--- src/rtl/sar_pkg.sv ---
package sar_pkg;

    // system clock
    localparam int CLK_HZ = 10_000_000;
    localparam int CLK_NS = 100;

    // bit clock made here: half period in system cycles (800 ns period)
    localparam int BCLK_HALF_CYCLES = 4;

    // back-end error pulse, least width rounded up to whole cycles
    localparam int ERR_PULSE_NS = 350;
    localparam int ERR_PULSE_CYCLES = (ERR_PULSE_NS + CLK_NS - 1) / CLK_NS;

    // device holds its bridge outputs low this long after an error
    localparam int ERR_HOLD_MS = 300;
    localparam int ERR_HOLD_CYCLES = ERR_HOLD_MS * (CLK_HZ / 1000);

    // format straps settle this long before the device reset is released
    localparam int FMT_SETUP_US = 100;
    localparam int FMT_SETUP_CYCLES = FMT_SETUP_US * (CLK_HZ / 1_000_000);

    // register word addresses
    localparam logic [3:0] ADDR_CTRL = 4'h0;
    localparam logic [3:0] ADDR_ERR = 4'h1;
    localparam logic [3:0] ADDR_STAT = 4'h2;
    localparam logic [3:0] ADDR_MAIN_L = 4'h4;
    localparam logic [3:0] ADDR_MAIN_R = 4'h5;
    localparam logic [3:0] ADDR_SUB_L = 4'h6;
    localparam logic [3:0] ADDR_SUB_R = 4'h7;

    // control fields
    localparam int CTRL_RUN_BIT = 0;
    localparam int CTRL_RATIO_LSB = 1;
    localparam int CTRL_LONG_BIT = 3;
    localparam int CTRL_FMT_LSB = 4;
    localparam int ERR_FIRE_BIT = 0;

    // status fields
    localparam int STAT_RUN_BIT = 0;
    localparam int STAT_ERR_BIT = 1;
    localparam int STAT_HOLD_BIT = 2;
    localparam int STAT_FRAMES_LSB = 16;

    // bit clocks per frame: 32, 48, 64 sample periods
    localparam logic [1:0] RATIO_32 = 2'h0;
    localparam logic [1:0] RATIO_48 = 2'h1;
    localparam logic [1:0] RATIO_64 = 2'h2;
    localparam logic [1:0] RATIO_RESET = RATIO_64;

    // format strap codes (pin 2, pin 1, pin 0)
    localparam logic [2:0] FMT_RJ16 = 3'h0;
    localparam logic [2:0] FMT_RJ18 = 3'h1;
    localparam logic [2:0] FMT_RJ20 = 3'h2;
    localparam logic [2:0] FMT_RJ24 = 3'h3;
    localparam logic [2:0] FMT_I2S = 3'h4;
    localparam logic [2:0] FMT_LJ = 3'h5;
    localparam logic [2:0] FMT_LAST_LEGAL = FMT_LJ;
    localparam logic [2:0] FMT_RESET = FMT_RJ16;

    localparam logic [5:0] WLEN_16 = 6'h10;
    localparam logic [5:0] WLEN_18 = 6'h12;
    localparam logic [5:0] WLEN_20 = 6'h14;
    localparam logic [5:0] WLEN_24 = 6'h18;

    typedef enum logic [1:0] {
        SAR_RIGHT_JUST,
        SAR_I2S,
        SAR_LEFT_JUST
    } sar_framing_type;

    typedef enum logic [1:0] {
        ERR_IDLE,
        ERR_PULSE,
        ERR_HOLD
    } sar_err_state_type;

    // pins toward the device's serial port
    typedef struct packed {
        logic bclk;
        logic lrclk;
        logic main_serial_input;
        logic sub_serial_input;
    } sar_link_type;

endpackage

--- src/rtl/sar_bit_clock.sv ---
`timescale 1ns/1ps
module sar_bit_clock #(
    parameter int HALF_CYCLES = sar_pkg::BCLK_HALF_CYCLES
) (
    input wire logic i_clk,
    input wire logic i_rst,
    input wire logic [5:0] i_half_bits,
    output logic o_bclk,
    output logic o_fall,
    output logic o_frame_start,
    output logic [5:0] o_slot,
    output logic o_right
);

    logic [7:0] div_q;
    logic tick;
    logic wrap;

    assign tick = (div_q == 8'(HALF_CYCLES - 1));
    // a slot index at or beyond the last bit also wraps, so a ratio change is harmless
    assign wrap = (o_slot >= i_half_bits - 6'h01);

    always_ff @(posedge i_clk)
    begin
        if (i_rst || tick)
            div_q <= 8'h00;
        else
            div_q <= div_q + 8'h01;
    end

    always_ff @(posedge i_clk)
    begin
        if (i_rst)
            o_bclk <= 1'b0;
        else if (tick)
            o_bclk <= ~o_bclk;
    end

    // slot advances with the falling bit clock edge; the device samples on the rising one
    always_ff @(posedge i_clk)
    begin
        if (i_rst)
        begin
            o_slot <= 6'h3F;
            o_right <= 1'b1;
        end
        else if (tick && o_bclk)
        begin
            o_slot <= wrap ? 6'h00 : o_slot + 6'h01;
            if (wrap)
                o_right <= ~o_right;
        end
    end

    always_ff @(posedge i_clk)
    begin
        if (i_rst)
        begin
            o_fall <= 1'b0;
            o_frame_start <= 1'b0;
        end
        else
        begin
            o_fall <= tick && o_bclk;
            o_frame_start <= tick && o_bclk && wrap && o_right;
        end
    end

endmodule

--- src/rtl/sar_host.sv ---
// The implementer's own choices: strobed register access and the placing of the registers.
`timescale 1ns/1ps
// How it works
// - I2S: frame clock low carries left word, high carries right word.
// - I2S: first data bit one bit clock after frame clock changes.
// - Words go out MSB first; device samples each bit on rising bit clock.
// - Justified framings: frame clock high is left slot, low is right.
// - Left-justified: MSB in same bit period as the frame clock toggle.
// - Right-justified: LSB on last bit before toggle; 24-bit starts 8 bits earlier than 16-bit. At ratio 32 only the top 16 bits of longer words are sent.
// - Both data lines share one bit clock, frame clock and framing.
// - Format pins stay steady while the device reset is released.
// - The two reserved format codes are never driven.
// - Error pulse lasts at least 350 ns; outputs fall about 350 ns later.
// - Between 32 and 64 rising bit clocks in each frame.
module sar_host #(
    parameter int RECOVER_CYCLES = sar_pkg::ERR_HOLD_CYCLES,
    parameter int BCLK_HALF = sar_pkg::BCLK_HALF_CYCLES
) (
    input wire logic I_CLK,
    input wire logic I_RST,
    input wire logic [3:0] I_ADDR,
    input wire logic [31:0] I_WDATA,
    input wire logic I_WR,
    input wire logic I_RD,
    output logic [31:0] O_RDATA,
    output sar_pkg::sar_link_type O_LINK,
    output logic [2:0] O_FMT_SEL,
    output logic O_DEV_RESET_N,
    output logic O_BACK_END_ERROR_N
);

    localparam int HOLD_W = $clog2(RECOVER_CYCLES + 1);
    localparam int SETUP_W = $clog2(sar_pkg::FMT_SETUP_CYCLES + 1);

    function automatic logic [5:0] half_of(input logic [1:0] ratio);
        unique case (ratio)
            sar_pkg::RATIO_32: half_of = 6'h10;
            sar_pkg::RATIO_48: half_of = 6'h18;
            default: half_of = 6'h20;
        endcase
    endfunction

    function automatic sar_pkg::sar_framing_type framing_of(input logic [2:0] code);
        if (code == sar_pkg::FMT_I2S)
            framing_of = sar_pkg::SAR_I2S;
        else if (code == sar_pkg::FMT_LJ)
            framing_of = sar_pkg::SAR_LEFT_JUST;
        else
            framing_of = sar_pkg::SAR_RIGHT_JUST;
    endfunction

    // sample words are stored left-aligned, so short words use the upper bits
    function automatic logic bit_of(input logic [23:0] w, input logic [5:0] k,
                                    input logic [5:0] st, input logic [5:0] wl);
        logic [5:0] p;
        p = k - st;
        bit_of = 1'b0;
        if (k >= st && p < wl)
            bit_of = w[5'(6'h17 - p)];
    endfunction

    logic run_q;
    logic [1:0] ratio_q;
    logic long_q;
    logic [2:0] fmt_q;
    logic [23:0] smp_q [4];
    logic [23:0] sh_q [4];
    logic [SETUP_W-1:0] setup_q;
    logic [HOLD_W-1:0] err_cnt_q;
    sar_pkg::sar_err_state_type err_state_q;
    logic [15:0] frames_q;
    logic lrclk_q;
    logic main_sd_q;
    logic sub_sd_q;
    logic bclk;
    logic fall;
    logic frame_start;
    logic [5:0] slot;
    logic right;
    logic [5:0] half;
    logic [5:0] wlen;
    logic [5:0] start;
    sar_pkg::sar_framing_type framing;
    logic [23:0] main_w;
    logic [23:0] sub_w;
    logic wr_ctrl;
    logic fire;
    logic wr_smp;
    logic [5:0] half_q;
    logic long_f_q;
    logic long_w;

    assign wr_ctrl = I_WR && (I_ADDR == sar_pkg::ADDR_CTRL);
    assign fire = I_WR && (I_ADDR == sar_pkg::ADDR_ERR) && I_WDATA[sar_pkg::ERR_FIRE_BIT];
    assign wr_smp = I_WR && (I_ADDR[3:2] == sar_pkg::ADDR_MAIN_L[3:2]);
    // the frame start edge already uses the new ratio and word length, so slot 0
    // of the frame and every later slot agree on them
    assign half = frame_start ? half_of(ratio_q) : half_q;
    assign long_w = frame_start ? long_q : long_f_q;
    // framing follows the pins the device actually latched
    assign framing = framing_of(O_FMT_SEL);

    always_comb
    begin
        unique case (O_FMT_SEL)
            sar_pkg::FMT_RJ16: wlen = sar_pkg::WLEN_16;
            sar_pkg::FMT_RJ18: wlen = sar_pkg::WLEN_18;
            sar_pkg::FMT_RJ20: wlen = sar_pkg::WLEN_20;
            sar_pkg::FMT_RJ24: wlen = sar_pkg::WLEN_24;
            default: wlen = long_w ? sar_pkg::WLEN_24 : sar_pkg::WLEN_16;
        endcase
    end

    always_comb
    begin
        unique case (framing)
            sar_pkg::SAR_I2S: start = 6'h01;
            sar_pkg::SAR_LEFT_JUST: start = 6'h00;
            // a word wider than the slot loses its low bits rather than its MSB
            sar_pkg::SAR_RIGHT_JUST: start = (half > wlen) ? half - wlen : 6'h00;
            default: start = 6'h00;
        endcase
    end

    // the first bit of a frame comes from the live registers, later ones from the copy
    assign main_w = right ? sh_q[1] : (frame_start ? smp_q[0] : sh_q[0]);
    assign sub_w = right ? sh_q[3] : (frame_start ? smp_q[2] : sh_q[2]);

    sar_bit_clock #(
        .HALF_CYCLES(BCLK_HALF)
    ) u_bit_clock (
        .i_clk(I_CLK),
        .i_rst(I_RST),
        .i_half_bits(half),
        .o_bclk(bclk),
        .o_fall(fall),
        .o_frame_start(frame_start),
        .o_slot(slot),
        .o_right(right)
    );

    always_ff @(posedge I_CLK)
    begin
        if (I_RST)
        begin
            run_q <= 1'b0;
            ratio_q <= sar_pkg::RATIO_RESET;
            long_q <= 1'b0;
            fmt_q <= sar_pkg::FMT_RESET;
        end
        else if (wr_ctrl)
        begin
            run_q <= I_WDATA[sar_pkg::CTRL_RUN_BIT];
            long_q <= I_WDATA[sar_pkg::CTRL_LONG_BIT];
            if (I_WDATA[sar_pkg::CTRL_RATIO_LSB +: 2] != 2'h3)
                ratio_q <= I_WDATA[sar_pkg::CTRL_RATIO_LSB +: 2];
            if (I_WDATA[sar_pkg::CTRL_FMT_LSB +: 3] <= sar_pkg::FMT_LAST_LEGAL)
                fmt_q <= I_WDATA[sar_pkg::CTRL_FMT_LSB +: 3];
        end
    end

    // a sample write lands in the next frame; the shadow copy keeps a frame whole
    always_ff @(posedge I_CLK)
    begin
        if (I_RST)
        begin
            for (int i = 0; i < 4; i++)
                smp_q[i] <= 24'h000000;
        end
        else if (wr_smp)
            smp_q[I_ADDR[1:0]] <= I_WDATA[23:0];
    end

    always_ff @(posedge I_CLK)
    begin
        if (I_RST)
        begin
            for (int i = 0; i < 4; i++)
                sh_q[i] <= 24'h000000;
        end
        else if (frame_start)
        begin
            for (int i = 0; i < 4; i++)
                sh_q[i] <= smp_q[i];
        end
    end

    // ratio and word length move only at a frame boundary: a mid-frame change
    // would otherwise give a frame other than 32, 48 or 64 bit clocks while the device runs
    always_ff @(posedge I_CLK)
    begin
        if (I_RST)
        begin
            half_q <= half_of(sar_pkg::RATIO_RESET);
            long_f_q <= 1'b0;
        end
        else if (frame_start)
        begin
            half_q <= half_of(ratio_q);
            long_f_q <= long_q;
        end
    end

    // straps move only while the device is held in reset
    always_ff @(posedge I_CLK)
    begin
        if (I_RST)
            O_FMT_SEL <= sar_pkg::FMT_RESET;
        else if (!O_DEV_RESET_N)
            O_FMT_SEL <= fmt_q;
    end

    always_ff @(posedge I_CLK)
    begin
        if (I_RST || !run_q || O_FMT_SEL != fmt_q)
            setup_q <= '0;
        else if (setup_q != SETUP_W'(sar_pkg::FMT_SETUP_CYCLES))
            setup_q <= setup_q + SETUP_W'(1);
    end

    // release only after the straps have been steady for the setup time
    always_ff @(posedge I_CLK)
    begin
        if (I_RST || !run_q)
            O_DEV_RESET_N <= 1'b0;
        else if (setup_q == SETUP_W'(sar_pkg::FMT_SETUP_CYCLES) && O_FMT_SEL == fmt_q)
            O_DEV_RESET_N <= 1'b1;
    end

    // a second error request during pulse or hold is dropped: the device is already down
    always_ff @(posedge I_CLK)
    begin
        if (I_RST)
        begin
            err_state_q <= sar_pkg::ERR_IDLE;
            err_cnt_q <= '0;
            O_BACK_END_ERROR_N <= 1'b1;
        end
        else
        begin
            unique case (err_state_q)
                sar_pkg::ERR_IDLE:
                begin
                    if (fire)
                    begin
                        err_state_q <= sar_pkg::ERR_PULSE;
                        err_cnt_q <= '0;
                        O_BACK_END_ERROR_N <= 1'b0;
                    end
                end
                sar_pkg::ERR_PULSE:
                begin
                    err_cnt_q <= err_cnt_q + HOLD_W'(1);
                    if (err_cnt_q == HOLD_W'(sar_pkg::ERR_PULSE_CYCLES - 1))
                    begin
                        err_state_q <= sar_pkg::ERR_HOLD;
                        err_cnt_q <= '0;
                        O_BACK_END_ERROR_N <= 1'b1;
                    end
                end
                sar_pkg::ERR_HOLD:
                begin
                    err_cnt_q <= err_cnt_q + HOLD_W'(1);
                    if (err_cnt_q == HOLD_W'(RECOVER_CYCLES - 1))
                        err_state_q <= sar_pkg::ERR_IDLE;
                end
                default: err_state_q <= sar_pkg::ERR_IDLE;
            endcase
        end
    end

    // data and frame clock change one cycle after the falling bit clock,
    // leaving three cycles of setup before the device samples on the rise
    always_ff @(posedge I_CLK)
    begin
        if (I_RST)
        begin
            lrclk_q <= 1'b0;
            main_sd_q <= 1'b0;
            sub_sd_q <= 1'b0;
        end
        else if (fall)
        begin
            lrclk_q <= (framing == sar_pkg::SAR_I2S) ? right : ~right;
            main_sd_q <= bit_of(main_w, slot, start, wlen);
            sub_sd_q <= bit_of(sub_w, slot, start, wlen);
        end
    end

    always_ff @(posedge I_CLK)
    begin
        if (I_RST)
            frames_q <= 16'h0000;
        else if (frame_start)
            frames_q <= frames_q + 16'h0001;
    end

    // read data stand from the cycle after the strobe until the next read
    always_ff @(posedge I_CLK)
    begin
        if (I_RST)
            O_RDATA <= 32'h00000000;
        else if (I_RD)
        begin
            O_RDATA <= 32'h00000000;
            unique case (I_ADDR)
                sar_pkg::ADDR_CTRL:
                begin
                    O_RDATA[sar_pkg::CTRL_RUN_BIT] <= run_q;
                    O_RDATA[sar_pkg::CTRL_RATIO_LSB +: 2] <= ratio_q;
                    O_RDATA[sar_pkg::CTRL_LONG_BIT] <= long_q;
                    O_RDATA[sar_pkg::CTRL_FMT_LSB +: 3] <= fmt_q;
                end
                sar_pkg::ADDR_STAT:
                begin
                    O_RDATA[sar_pkg::STAT_RUN_BIT] <= O_DEV_RESET_N;
                    O_RDATA[sar_pkg::STAT_ERR_BIT] <= err_state_q == sar_pkg::ERR_PULSE;
                    O_RDATA[sar_pkg::STAT_HOLD_BIT] <= err_state_q == sar_pkg::ERR_HOLD;
                    O_RDATA[sar_pkg::STAT_FRAMES_LSB +: 16] <= frames_q;
                end
                sar_pkg::ADDR_MAIN_L, sar_pkg::ADDR_MAIN_R,
                sar_pkg::ADDR_SUB_L, sar_pkg::ADDR_SUB_R:
                    O_RDATA[23:0] <= smp_q[I_ADDR[1:0]];
                default: O_RDATA <= 32'h00000000;
            endcase
        end
    end

    assign O_LINK = '{bclk: bclk, lrclk: lrclk_q,
                      main_serial_input: main_sd_q, sub_serial_input: sub_sd_q};

endmodule

--- config.mk ---
export PLATFORM = sky130hd
export DESIGN_NAME = sar_host
export DESIGN_NICKNAME = d
export VERILOG_FILES = /design/src/rtl/sar_pkg.sv /design/src/rtl/sar_bit_clock.sv /design/src/rtl/sar_host.sv
export SDC_FILE = /design/constraint.sdc
export NUM_CORES = 1
export LEC_CHECK = 0
export BUFFER_PORTS_ARGS = -buffer_cell sky130_fd_sc_hd__buf_2
export CAP_MARGIN = 40
export CORE_UTILIZATION = 44
export DETAILED_ROUTE_END_ITERATION = 7
export PLACE_DENSITY_LB_ADDON = 0.12
export SLEW_MARGIN = 30
export SYNTH_ARGS = -nofsm -noshare
export SYNTH_HDL_FRONTEND = slang
export SYNTH_SLANG_ARGS = --single-unit
--- constraint.sdc ---
create_clock -name I_CLK -period 5.2 [get_ports I_CLK]
set_input_delay 1.04 -clock I_CLK [delete_from_list [all_inputs] [get_ports I_CLK]]
set_output_delay 1.04 -clock I_CLK [all_outputs]
set_load 0.01 [all_outputs]
==> results.cfg, run 1 <==
[logic_synthesis]
synth_area_um2 = 14700
syn_inst = 1255
syn-mean-instance-area_um2 = 11.7
synth_warnings = 0
synth_edf_count = 192
synth.top_cell.area_share_pct = 39.1
synthFlopType = edfxtp_1
yosys_register_bits = 314
synth_nets = 1323
synth.area.top_cells = edfxtp_1, dfxtp_1, mux4_2
ys_types = 70
synthArstFlopShare_pct = 0
yosysTopAreaCell = edfxtp_1
ys_seq_area_share_pct = 55.7

[layout]
utilization_pct = 51.3
drive_above_1_share_pct = 17.9
area_growth_pct = 14.0
nets = 1397
antennaDiodeCount = 0

[sta]
hold_slack_ns = 0.452
setup_viol = 0
finalCritPeriodShare_pct = 92.1
slew_viol_final = 0
setup_tns_ns = 0
fin_crit_ns = 4.79
rsz0062_at_grt = false
slew_headroom_pct = 47.3
worst_pin_slew_ns = 0.789
fin_skew_ns = 0.0144
finalHoldViolations = 0
max_freq_mhz = 209

[global_route]
antenna_found_initial = 0
grt.overflow.total = 0
grt_max_degree = 55
grt_pass1_wl_mm = 54.7
grt_usage_pct = 21.0
first_global_vias = 9669

[worst_setup_path]
crit_chain = or3b_2 -> ha_1 -> a21oi_1 -> maj3_1 -> o21ai_0 -> nand2_1 -> o22ai_1 -> ha_1 -> inv_1 -> fa_1 -> buf_12 -> mux4_2 -> mux2i_1 -> a21oi_1 -> or4_1 -> a32o_1
crit_family = adder cells
cp.required_ns = 5.61
worstSetupEndpointType = flip-flop
critPathMaxStageDelay_ns = 0.52
worstRegToRegCells = 16
worst_path_max_delay_cell = fa_1
cp.arrival_ns = 5.20
cp_num_buf_inv = 2
cp_num_cells = 16
critPathKind = reg -> reg
cp-start-kind = flip-flop
cp_max_fo = 22

[clock_network]
clockBufferDepth = 3
htree_levels = 2
path_clk_slew_ns = 0.06
clock_sinks = 314
cts_root_buffer = clkbuf_16
cts_resized = 0
cts_setup_buffers = 0
numCtsBuffers = 36
postCtsHoldBufs = 0
cts_tree = built
clkLatencyLatePin_ns = 0.53

[routing]
dr.pass1.iters = 5
via_count = 9643
wire_per_inst_um = 19.4
viasPerCell = 5.37
drt-total-wl_mm = 34.9
first_iter_violations = 660
ant_nets = 0
remaining_drc_errors = 0

[place]
portBuffers = 72
gp_congestion = 0.815
hpwlAfterDp_mm = 23.7

[floorplan]
start_util_pct = 45.0
core_area_um2 = 32800
die_h_um = 185
boundaryPins = 81
dieArea_um2 = 34200
rows = 66
dieWidth_um = 185

[flow_run]
max_cap_viol_count = 0

[worst_hold_path]
min_path_cells = 1
hp-class = reg -> reg

[pwr]
p_leak_nw = 6.20
total_power_mw = 5.59
peakVddDrop_uv = 219
p_per_area_nw_per_um2 = 333

[status]
outcome = finished clean
[metal layers]
| metal | vias to the layer above | GRT usage [%] | part of all wire [%] |
|---|---|---|---|
| li1 | 4634 | - | - |
| met1 | 4802 | 27.9 | 45 |
| met2 | 158 | 35.2 | 49 |
| met3 | 49 | 3.52 | 4.0 |
| met4 | 0 | 6.41 | 2.3 |
| met5 | - | 0 | 0 |
[logic make-up after synthesis]
family                     share of synthesized area, %
and+or+nand+nor                                    18.2
DFF                                                55.7
AOI/OAI and AO/OA                                  6.54
buffers and inverters                              3.14
muxes                                              10.2
xor gates and xnor gates                           3.74
adders and majority gates                          2.55
[report_power, final]
part	internal, mW	switching (mW)	leakage [nW]
clock network	1.45	0.996	0.555
logic	0.141	0.217	2.75
registers	2.73	0.0565	2.90
[flip-flops by register name, summed over array words and instances (netlist names), 2 cells and up]
register	cells
frames_q	16
half_q	6
u_bit_clock.o_slot	6
O_RDATA	32
sh_q	96
O_FMT_SEL	3
ratio_q	2
setup_q	10
u_bit_clock.div_q	8
err_cnt_q	22
fmt_q	3
smp_q	96
err_state_q	2
[worst register-to-register path: stages, from the launching register on]
cell and delay [ns]:
dfxtp_1 0.33, or3b_2 0.51, ha_1 0.33, a21oi_1 0.07, maj3_1 0.39, o21ai_0 0.19
nand2_1 0.11, o22ai_1 0.22, ha_1 0.19, inv_1 0.05, fa_1 0.52, buf_12 0.19
mux4_2 0.54, mux2i_1 0.15, a21oi_1 0.13, or4_1 0.50, a32o_1 0.25
[layout make-up]
| class | count | area, µm² |
|---|---|---|
| fill | 2944 | 16000 |
| inverter | 38 | 144 |
| multi-input combinational | 833 | 6080 |
| sequential | 314 | 8210 |
| clock buffer | 54 | 1050 |
| tap | 442 | 553 |
| timing repair buffer | 106 | 692 |
| clock inverter | 9 | 71.3 |
[path summary, 6_finish.rpt]
check | start | endpoint | slack, ns
max | O_FMT_SEL[1] | main_sd_q | 0.41
min | u_bit_clock.div_q[0] | u_bit_clock.div_q[0] | 0.45
max reg2reg | O_FMT_SEL[1] | main_sd_q | 0.41
min reg2reg | u_bit_clock.div_q[0] | u_bit_clock.div_q[0] | 0.45
[Yosys cell counts (10+ instances only)]
master	instances
nor2b_1	18
nor2_1	178
mux4_2	58
mux2i_1	19
xnor2_1	30
edfxtp_1	192
nand2b_1	19
nand2_1	67
xor2_1	31
o21ai_0	25
nand3_1	32
a22oi_1	17
and3_1	17
nand4_1	13
and2_1	122
nor3_1	10
buf_2	10
a21oi_1	47
a211oi_1	15
inv_1	37
dfxtp_1	122
clkbuf_1	43
ha_1	26
[cells in the final DEF (no fill, tap or decap), drive strengths merged, types with 3 or more instances in the layout]
master,count
buf,106
nor3,13
a21oi,47
clkbuf,54
nor3b,3
nand4,14
or3,8
or2,7
xnor2,31
ha,26
and4,3
nor2b,18
inv,37
nand3b,3
mux4,58
or4,3
a211oi,15
mux2i,19
nand2,67
clkinv,8
o22ai,3
and3,17
edfxtp,192
a22oi,17
a21o,3
nor4b,3
nand3,33
o21ai,25
dfxtp,122
and2,123
nor2,178
nor4,4
a311oi,3
xor2,31
o21bai,9
nand2b,19
[through the flow]
| step | area [µm²] | worst slack (ns) | cells |
|---|---|---|---|
| detailed placement | 15700 | 0.423 | 1733 |
| finish | 16800 | 0.409 | 1796 |
| global placement | 15600 | 0.517 | 1730 |
| CTS | 16800 | 0.392 | 1796 |
| floorplan | 14700 | 0.287 | 1255 |
| global route | 16800 | 0.201 | 1796 |
(Power assumes the default switching activity.)
==> run 2, diff against run 1 <==
--- a/config.mk
+++ b/config.mk
@@ -6,8 +6,8 @@
 export NUM_CORES = 1
 export LEC_CHECK = 0
 export BUFFER_PORTS_ARGS = -buffer_cell sky130_fd_sc_hd__buf_2
-export CAP_MARGIN = 40
-export CORE_UTILIZATION = 44
+export CORE_ASPECT_RATIO = 1.5
+export CORE_UTILIZATION = 50
 export DETAILED_ROUTE_END_ITERATION = 7
 export PLACE_DENSITY_LB_ADDON = 0.12
 export SLEW_MARGIN = 30
==> run 2 against run 1 <==
Sequential power hardly changed. Non-clock buffer count is 5 higher. Critical path type unchanged. Critical path depth is 2 higher. Core utilization is 6.6 points higher. First-iteration DRC count is 22% lower. Combinational power hardly changed. Sequential share of layout area is 0.39 points higher. Flip-flop and latch count stayed put. Clock-buffer cell count is 9 lower.
==> results.cfg, run 2 (same netlist as run 1, synthesis figures left out) <==
[status]
outcome = finished clean

[sta]
finalHoldViolations = 0
rsz0062_at_grt = false
max_freq_mhz = 209
fin_crit_ns = 4.79
slew_viol_final = 0
finalCritPeriodShare_pct = 92.1
slew_headroom_pct = 53.3
setup_tns_ns = 0
fin_skew_ns = 0.0173
setup_slack_ns = 0.412
worst_pin_slew_ns = 0.697
setup_viol = 0

[place]
hpwlAfterDp_mm = 24.5
portBuffers = 72
gp_congestion = 0.800
pre_cts_ws_ns = 0.426

[routing]
wire_per_inst_um = 20.1
drt-total-wl_mm = 35.0
first_iter_violations = 517
via_count = 9659
viasPerCell = 5.54
ant_nets = 0
remaining_drc_errors = 0
dr.pass1.iters = 5

[clock_network]
cts_resized = 0
cts_tree = built
cts_root_buffer = clkbuf_16
clockBufferDepth = 3
path_clk_slew_ns = 0.06
clock_sinks = 314
postCtsHoldBufs = 0
htree_levels = 1
numCtsBuffers = 30
cts_setup_buffers = 0
clkLatencyLatePin_ns = 0.58

[layout]
final_common_cell = edfxtp_1
mostFrequentLayoutCells = edfxtp_1, nor2_1, dfxtp_1, and2_1, buf_2
nets = 1396
area_growth_pct = 13.1
drive_above_1_share_pct = 18.2
fillers = 2440
reg_top3 = sh_q: 96 flops, smp_q: 96 flops, O_RDATA: 32 flops

[pwr]
p_per_area_nw_per_um2 = 327
peakVddDrop_uv = 311
p_leak_nw = 6.18

[worst_hold_path]
hp-start = u_bit_clock.div_q[0]
min_path_cells = 1
min_to = u_bit_clock.div_q[0]
hp-class = reg -> reg

[global_route]
grt_busiest_layer = met2
antenna_found_initial = 1
grt_max_degree = 81
use_met1_pct = 27.4
use_met2_pct = 45.5
grt_usage_pct = 24.3
grt.overflow.total = 0
first_global_vias = 9973
grt_pass1_wl_mm = 54.8
groute.layer.met3.usage_pct = 3.24

[worst_setup_path]
timing.rr.start = O_FMT_SEL[1]
critPathMaxStageDelay_ns = 0.67
worst_path_max_delay_cell = fa_1
critPathKind = reg -> reg
reg2reg_slack_ns = 0.41
cp_max_fo = 15
worstRegToRegCells = 18
cp-start-kind = flip-flop
cp.required_ns = 5.71
cp.arrival_ns = 5.30
worstSetupEndpointType = flip-flop
r2r-end = sub_sd_q
crit_chain = or3b_2 -> ha_1 -> a21oi_1 -> maj3_1 -> o21ai_0 -> nand2_1 -> o22ai_1 -> ha_1 -> inv_1 -> fa_1 -> buf_4 -> buf_4 -> nand2b_1 -> a211oi_1 -> a2111oi_0 -> a32oi_1 -> a32oi_1 -> a32o_1

[floorplan]
start_util_pct = 51.2
dieArea_um2 = 30200
die_h_um = 212
boundaryPins = 81
dieWidth_um = 142
rows = 76
core_area_um2 = 28800

[flow_run]
max_cap_viol_count = 0
## run 2: final cells by class
class | instances | area, µm² | share of cell area [%]
repair buffers | 111 | 681 | 4.08
inverters | 38 | 148 | 0.886
clock buffers | 45 | 942 | 5.65
well taps | 390 | 488 | 2.93
flip-flops and latches | 314 | 8210 | 49.2
diodes | 1 | 2.50 | 0.0150
multi-input cells | 833 | 6080 | 36.5
clock inverters | 11 | 120 | 0.720
## run 2: worst max-delay path by stage
| stage | slack, ns | cells past startpoint | end | startpoint |
|---|---|---|---|---|
| after floorplan | 0.29 | 20 | main_sd_q | u_bit_clock.o_frame_start |
| after global placement | 0.50 | 16 | main_sd_q | O_FMT_SEL[0] |
| after detailed placement | 0.43 | 18 | sub_sd_q | O_FMT_SEL[1] |
| after CTS | 0.37 | 20 | sub_sd_q | u_bit_clock.o_frame_start |
| after global routing | 0.001 | 20 | main_sd_q | u_bit_clock.o_frame_start |
| final | 0.41 | 18 | sub_sd_q | O_FMT_SEL[1] |
## run 2: worst max-delay path, delay by kind of cell, from the launching register on
kind                       cells  cell delay [ns]
AOI/OAI and AO/OA              8             1.39
adders and majority gates      4             1.60
buffers and inverters          3             0.63
DFF                            1             0.33
and+or+nand+nor                3             0.79
## run 2: routing by layer
metal,vias to the layer above,share of wire [%]
met5,-,0
met4,0,3.5
met3,59,4.1
met2,202,54
met1,4769,38
li1,4629,-
## run 2: stage by stage
stage / std cells / hold WS (ns) / util, % / cell area, µm² / power [mW]
after floorplan: 1255 / 0.418 / - / 14700 / 3.05
after global placement: 1686 / 0.429 / 54.1 / 15600 / 3.19
after detailed placement: 1686 / 0.444 / 54.2 / 15600 / 3.20
after CTS: 1742 / 0.459 / 57.8 / 16700 / 5.50
after global routing: 1743 / 0.487 / 57.9 / 16700 / 5.61
final: 1743 / 0.452 / 57.9 / 16700 / 5.44
## run 2: power by group
group / total (mW) / leakage (nW) / switching, mW / internal, mW
registers: 2.78 / 2.90 / 0.0535 / 2.73
clock network: 2.30 / 0.531 / 0.951 / 1.35
logic: 0.356 / 2.75 / 0.214 / 0.141
==> run 3, diff against run 2 <==
--- a/config.mk
+++ b/config.mk
@@ -10,6 +10,7 @@
 export CORE_UTILIZATION = 50
 export DETAILED_ROUTE_END_ITERATION = 7
 export PLACE_DENSITY_LB_ADDON = 0.12
+export RECOVER_POWER = 50
 export SLEW_MARGIN = 30
 export SYNTH_ARGS = -nofsm -noshare
 export SYNTH_HDL_FRONTEND = slang
==> run 3 against run 2 <==
The run now ends with max-capacitance violations, max-slew violations left. Power about the same. Routed wire length about the same. Sequential share of layout area increased by 0.29 points. Combinational power decreased by 2%. Sequential power about the same. Clock-buffer cell count unchanged. Fmax about the same. Cell count unchanged. Cell area decreased by 0.58%. Critical path type unchanged. Critical endpoint unchanged. Largest power group unchanged.
==> results.cfg, run 3 (same netlist as run 1, synthesis figures left out) <==
[status]
outcome = finished, violations left
violations = max-capacitance violations, max-slew violations

[layout]
drive_above_1_share_pct = 14.4
fin_cells = 1743
final_common_cell = edfxtp_1
seqCellArea_um2 = 8210
nets = 1396
reg_top3 = sh_q: 96 flops, smp_q: 96 flops, O_RDATA: 32 flops
area_growth_pct = 12.5
fillers = 2466
multi_input_area_um2 = 6070
mostFrequentLayoutCells = edfxtp_1, nor2_1, dfxtp_1, and2_1, nand2_1

[place]
hpwlAfterDp_mm = 24.5
gp_congestion = 0.800
portBuffers = 72
dp.cells = 1686

[worst_setup_path]
cp_num_buf_inv = 3
critPathMaxStageDelay_ns = 0.67
cp_max_fo = 15
worstSetupEndpointType = flip-flop
critPathKind = reg -> reg
crit_chain = or3b_2 -> ha_1 -> a21oi_1 -> maj3_1 -> o21ai_0 -> nand2_1 -> o22ai_1 -> ha_1 -> inv_1 -> fa_1 -> buf_4 -> buf_4 -> nand2b_1 -> a211oi_1 -> a2111oi_0 -> a32oi_1 -> a32oi_1 -> a32o_1
worstRegToRegCells = 18
worst_path_max_delay_cell = fa_1
cp-start-kind = flip-flop
cp.required_ns = 5.71
cp_num_cells = 18
cp.arrival_ns = 5.30
crit_family = adder cells

[clock_network]
cts_tree = built
path_clk_slew_ns = 0.06
clockBufferDepth = 3
cts_root_buffer = clkbuf_16
cts_setup_buffers = 0
clkLatencyLatePin_ns = 0.57
numCtsBuffers = 30
cts_resized = 0
postCtsHoldBufs = 0
clock_sinks = 314
htree_levels = 1

[sta]
finalHoldViolations = 0
slew_headroom_pct = -84.1
setup_tns_ns = 0
slew_viol_final = 166
fin_crit_ns = 4.79
setup_viol = 0
max_freq_mhz = 209
rsz0062_at_grt = false
worst_pin_slew_ns = 2.75
finalCritPeriodShare_pct = 92.1
fin_skew_ns = 0.0146

[global_route]
first_global_vias = 9973
grt_usage_pct = 24.3
grt_pass1_wl_mm = 54.8
antenna_found_initial = 1
grt.overflow.total = 0
grt_max_degree = 81

[routing]
drt-total-wl_mm = 35.0
wire_per_inst_um = 20.1
first_iter_violations = 519
ant_nets = 0
via_count = 9697
remaining_drc_errors = 0
dr.pass1.iters = 4
viasPerCell = 5.56

[floorplan]
core_area_um2 = 28800
boundaryPins = 81
start_util_pct = 51.2
die_h_um = 212
rows = 76
dieArea_um2 = 30200
dieWidth_um = 142

[pwr]
p_leak_nw = 5.96
p_per_area_nw_per_um2 = 328
peakVddDrop_uv = 312

[flow_run]
max_cap_viol_count = 4

[worst_hold_path]
hp-class = reg -> reg
min_path_cells = 1
## run 3: worst paths after layout
path | end | slack [ns] | startpoint
worst max register to register | sub_sd_q | 0.41 | O_FMT_SEL[1]
worst min register to register | u_bit_clock.div_q[0] | 0.45 | u_bit_clock.div_q[0]
worst min-delay path | u_bit_clock.div_q[0] | 0.45 | u_bit_clock.div_q[0]
worst max-delay path | sub_sd_q | 0.41 | O_FMT_SEL[1]
## run 3: area by class of cell
type / count / share of cell area (%)
Timing Repair Buffer: 111 / 3.61
Inverter: 38 / 0.868
Clock buffer: 45 / 5.68
Antenna cell: 1 / 0.0151
Clock inverter: 11 / 0.725
Sequential cell: 314 / 49.5
Multi-Input combinational cell: 833 / 36.6
Tap cell: 390 / 2.94
## run 3: metrics by stage
step	power [mW]	worst slack (ns)	hold slack [ns]	utilization [%]	area, µm²
6_report	5.44	0.408	0.453	57.5	16600
5_1_grt	5.61	0.000902	0.487	57.5	16600
4_1_cts	5.50	0.373	0.459	57.8	16700
3_5_place_dp	3.20	0.426	0.444	54.2	15600
3_3_place_gp	3.19	0.502	0.429	54.1	15600
2_1_floorplan	3.05	0.287	0.418	-	14700
## run 3: power breakdown
| part | internal, mW | total, mW | switching (mW) | leakage (nW) |
|---|---|---|---|---|
| logic | 0.136 | 0.350 | 0.214 | 2.53 |
| clock network | 1.35 | 2.30 | 0.950 | 0.531 |
| registers | 2.73 | 2.79 | 0.0537 | 2.90 |
| total | 4.22 | 5.44 | 1.22 | 5.96 |
## run 3: metal layers
| metal | up-vias | share of wire [%] | track usage, % |
|---|---|---|---|
| li1 | 4637 | - | - |
| met1 | 4766 | 38 | 27.4 |
| met2 | 233 | 54 | 45.5 |
| met3 | 61 | 4.5 | 3.24 |
| met4 | 0 | 3.3 | 9.86 |
| met5 | - | 0 | 0 |
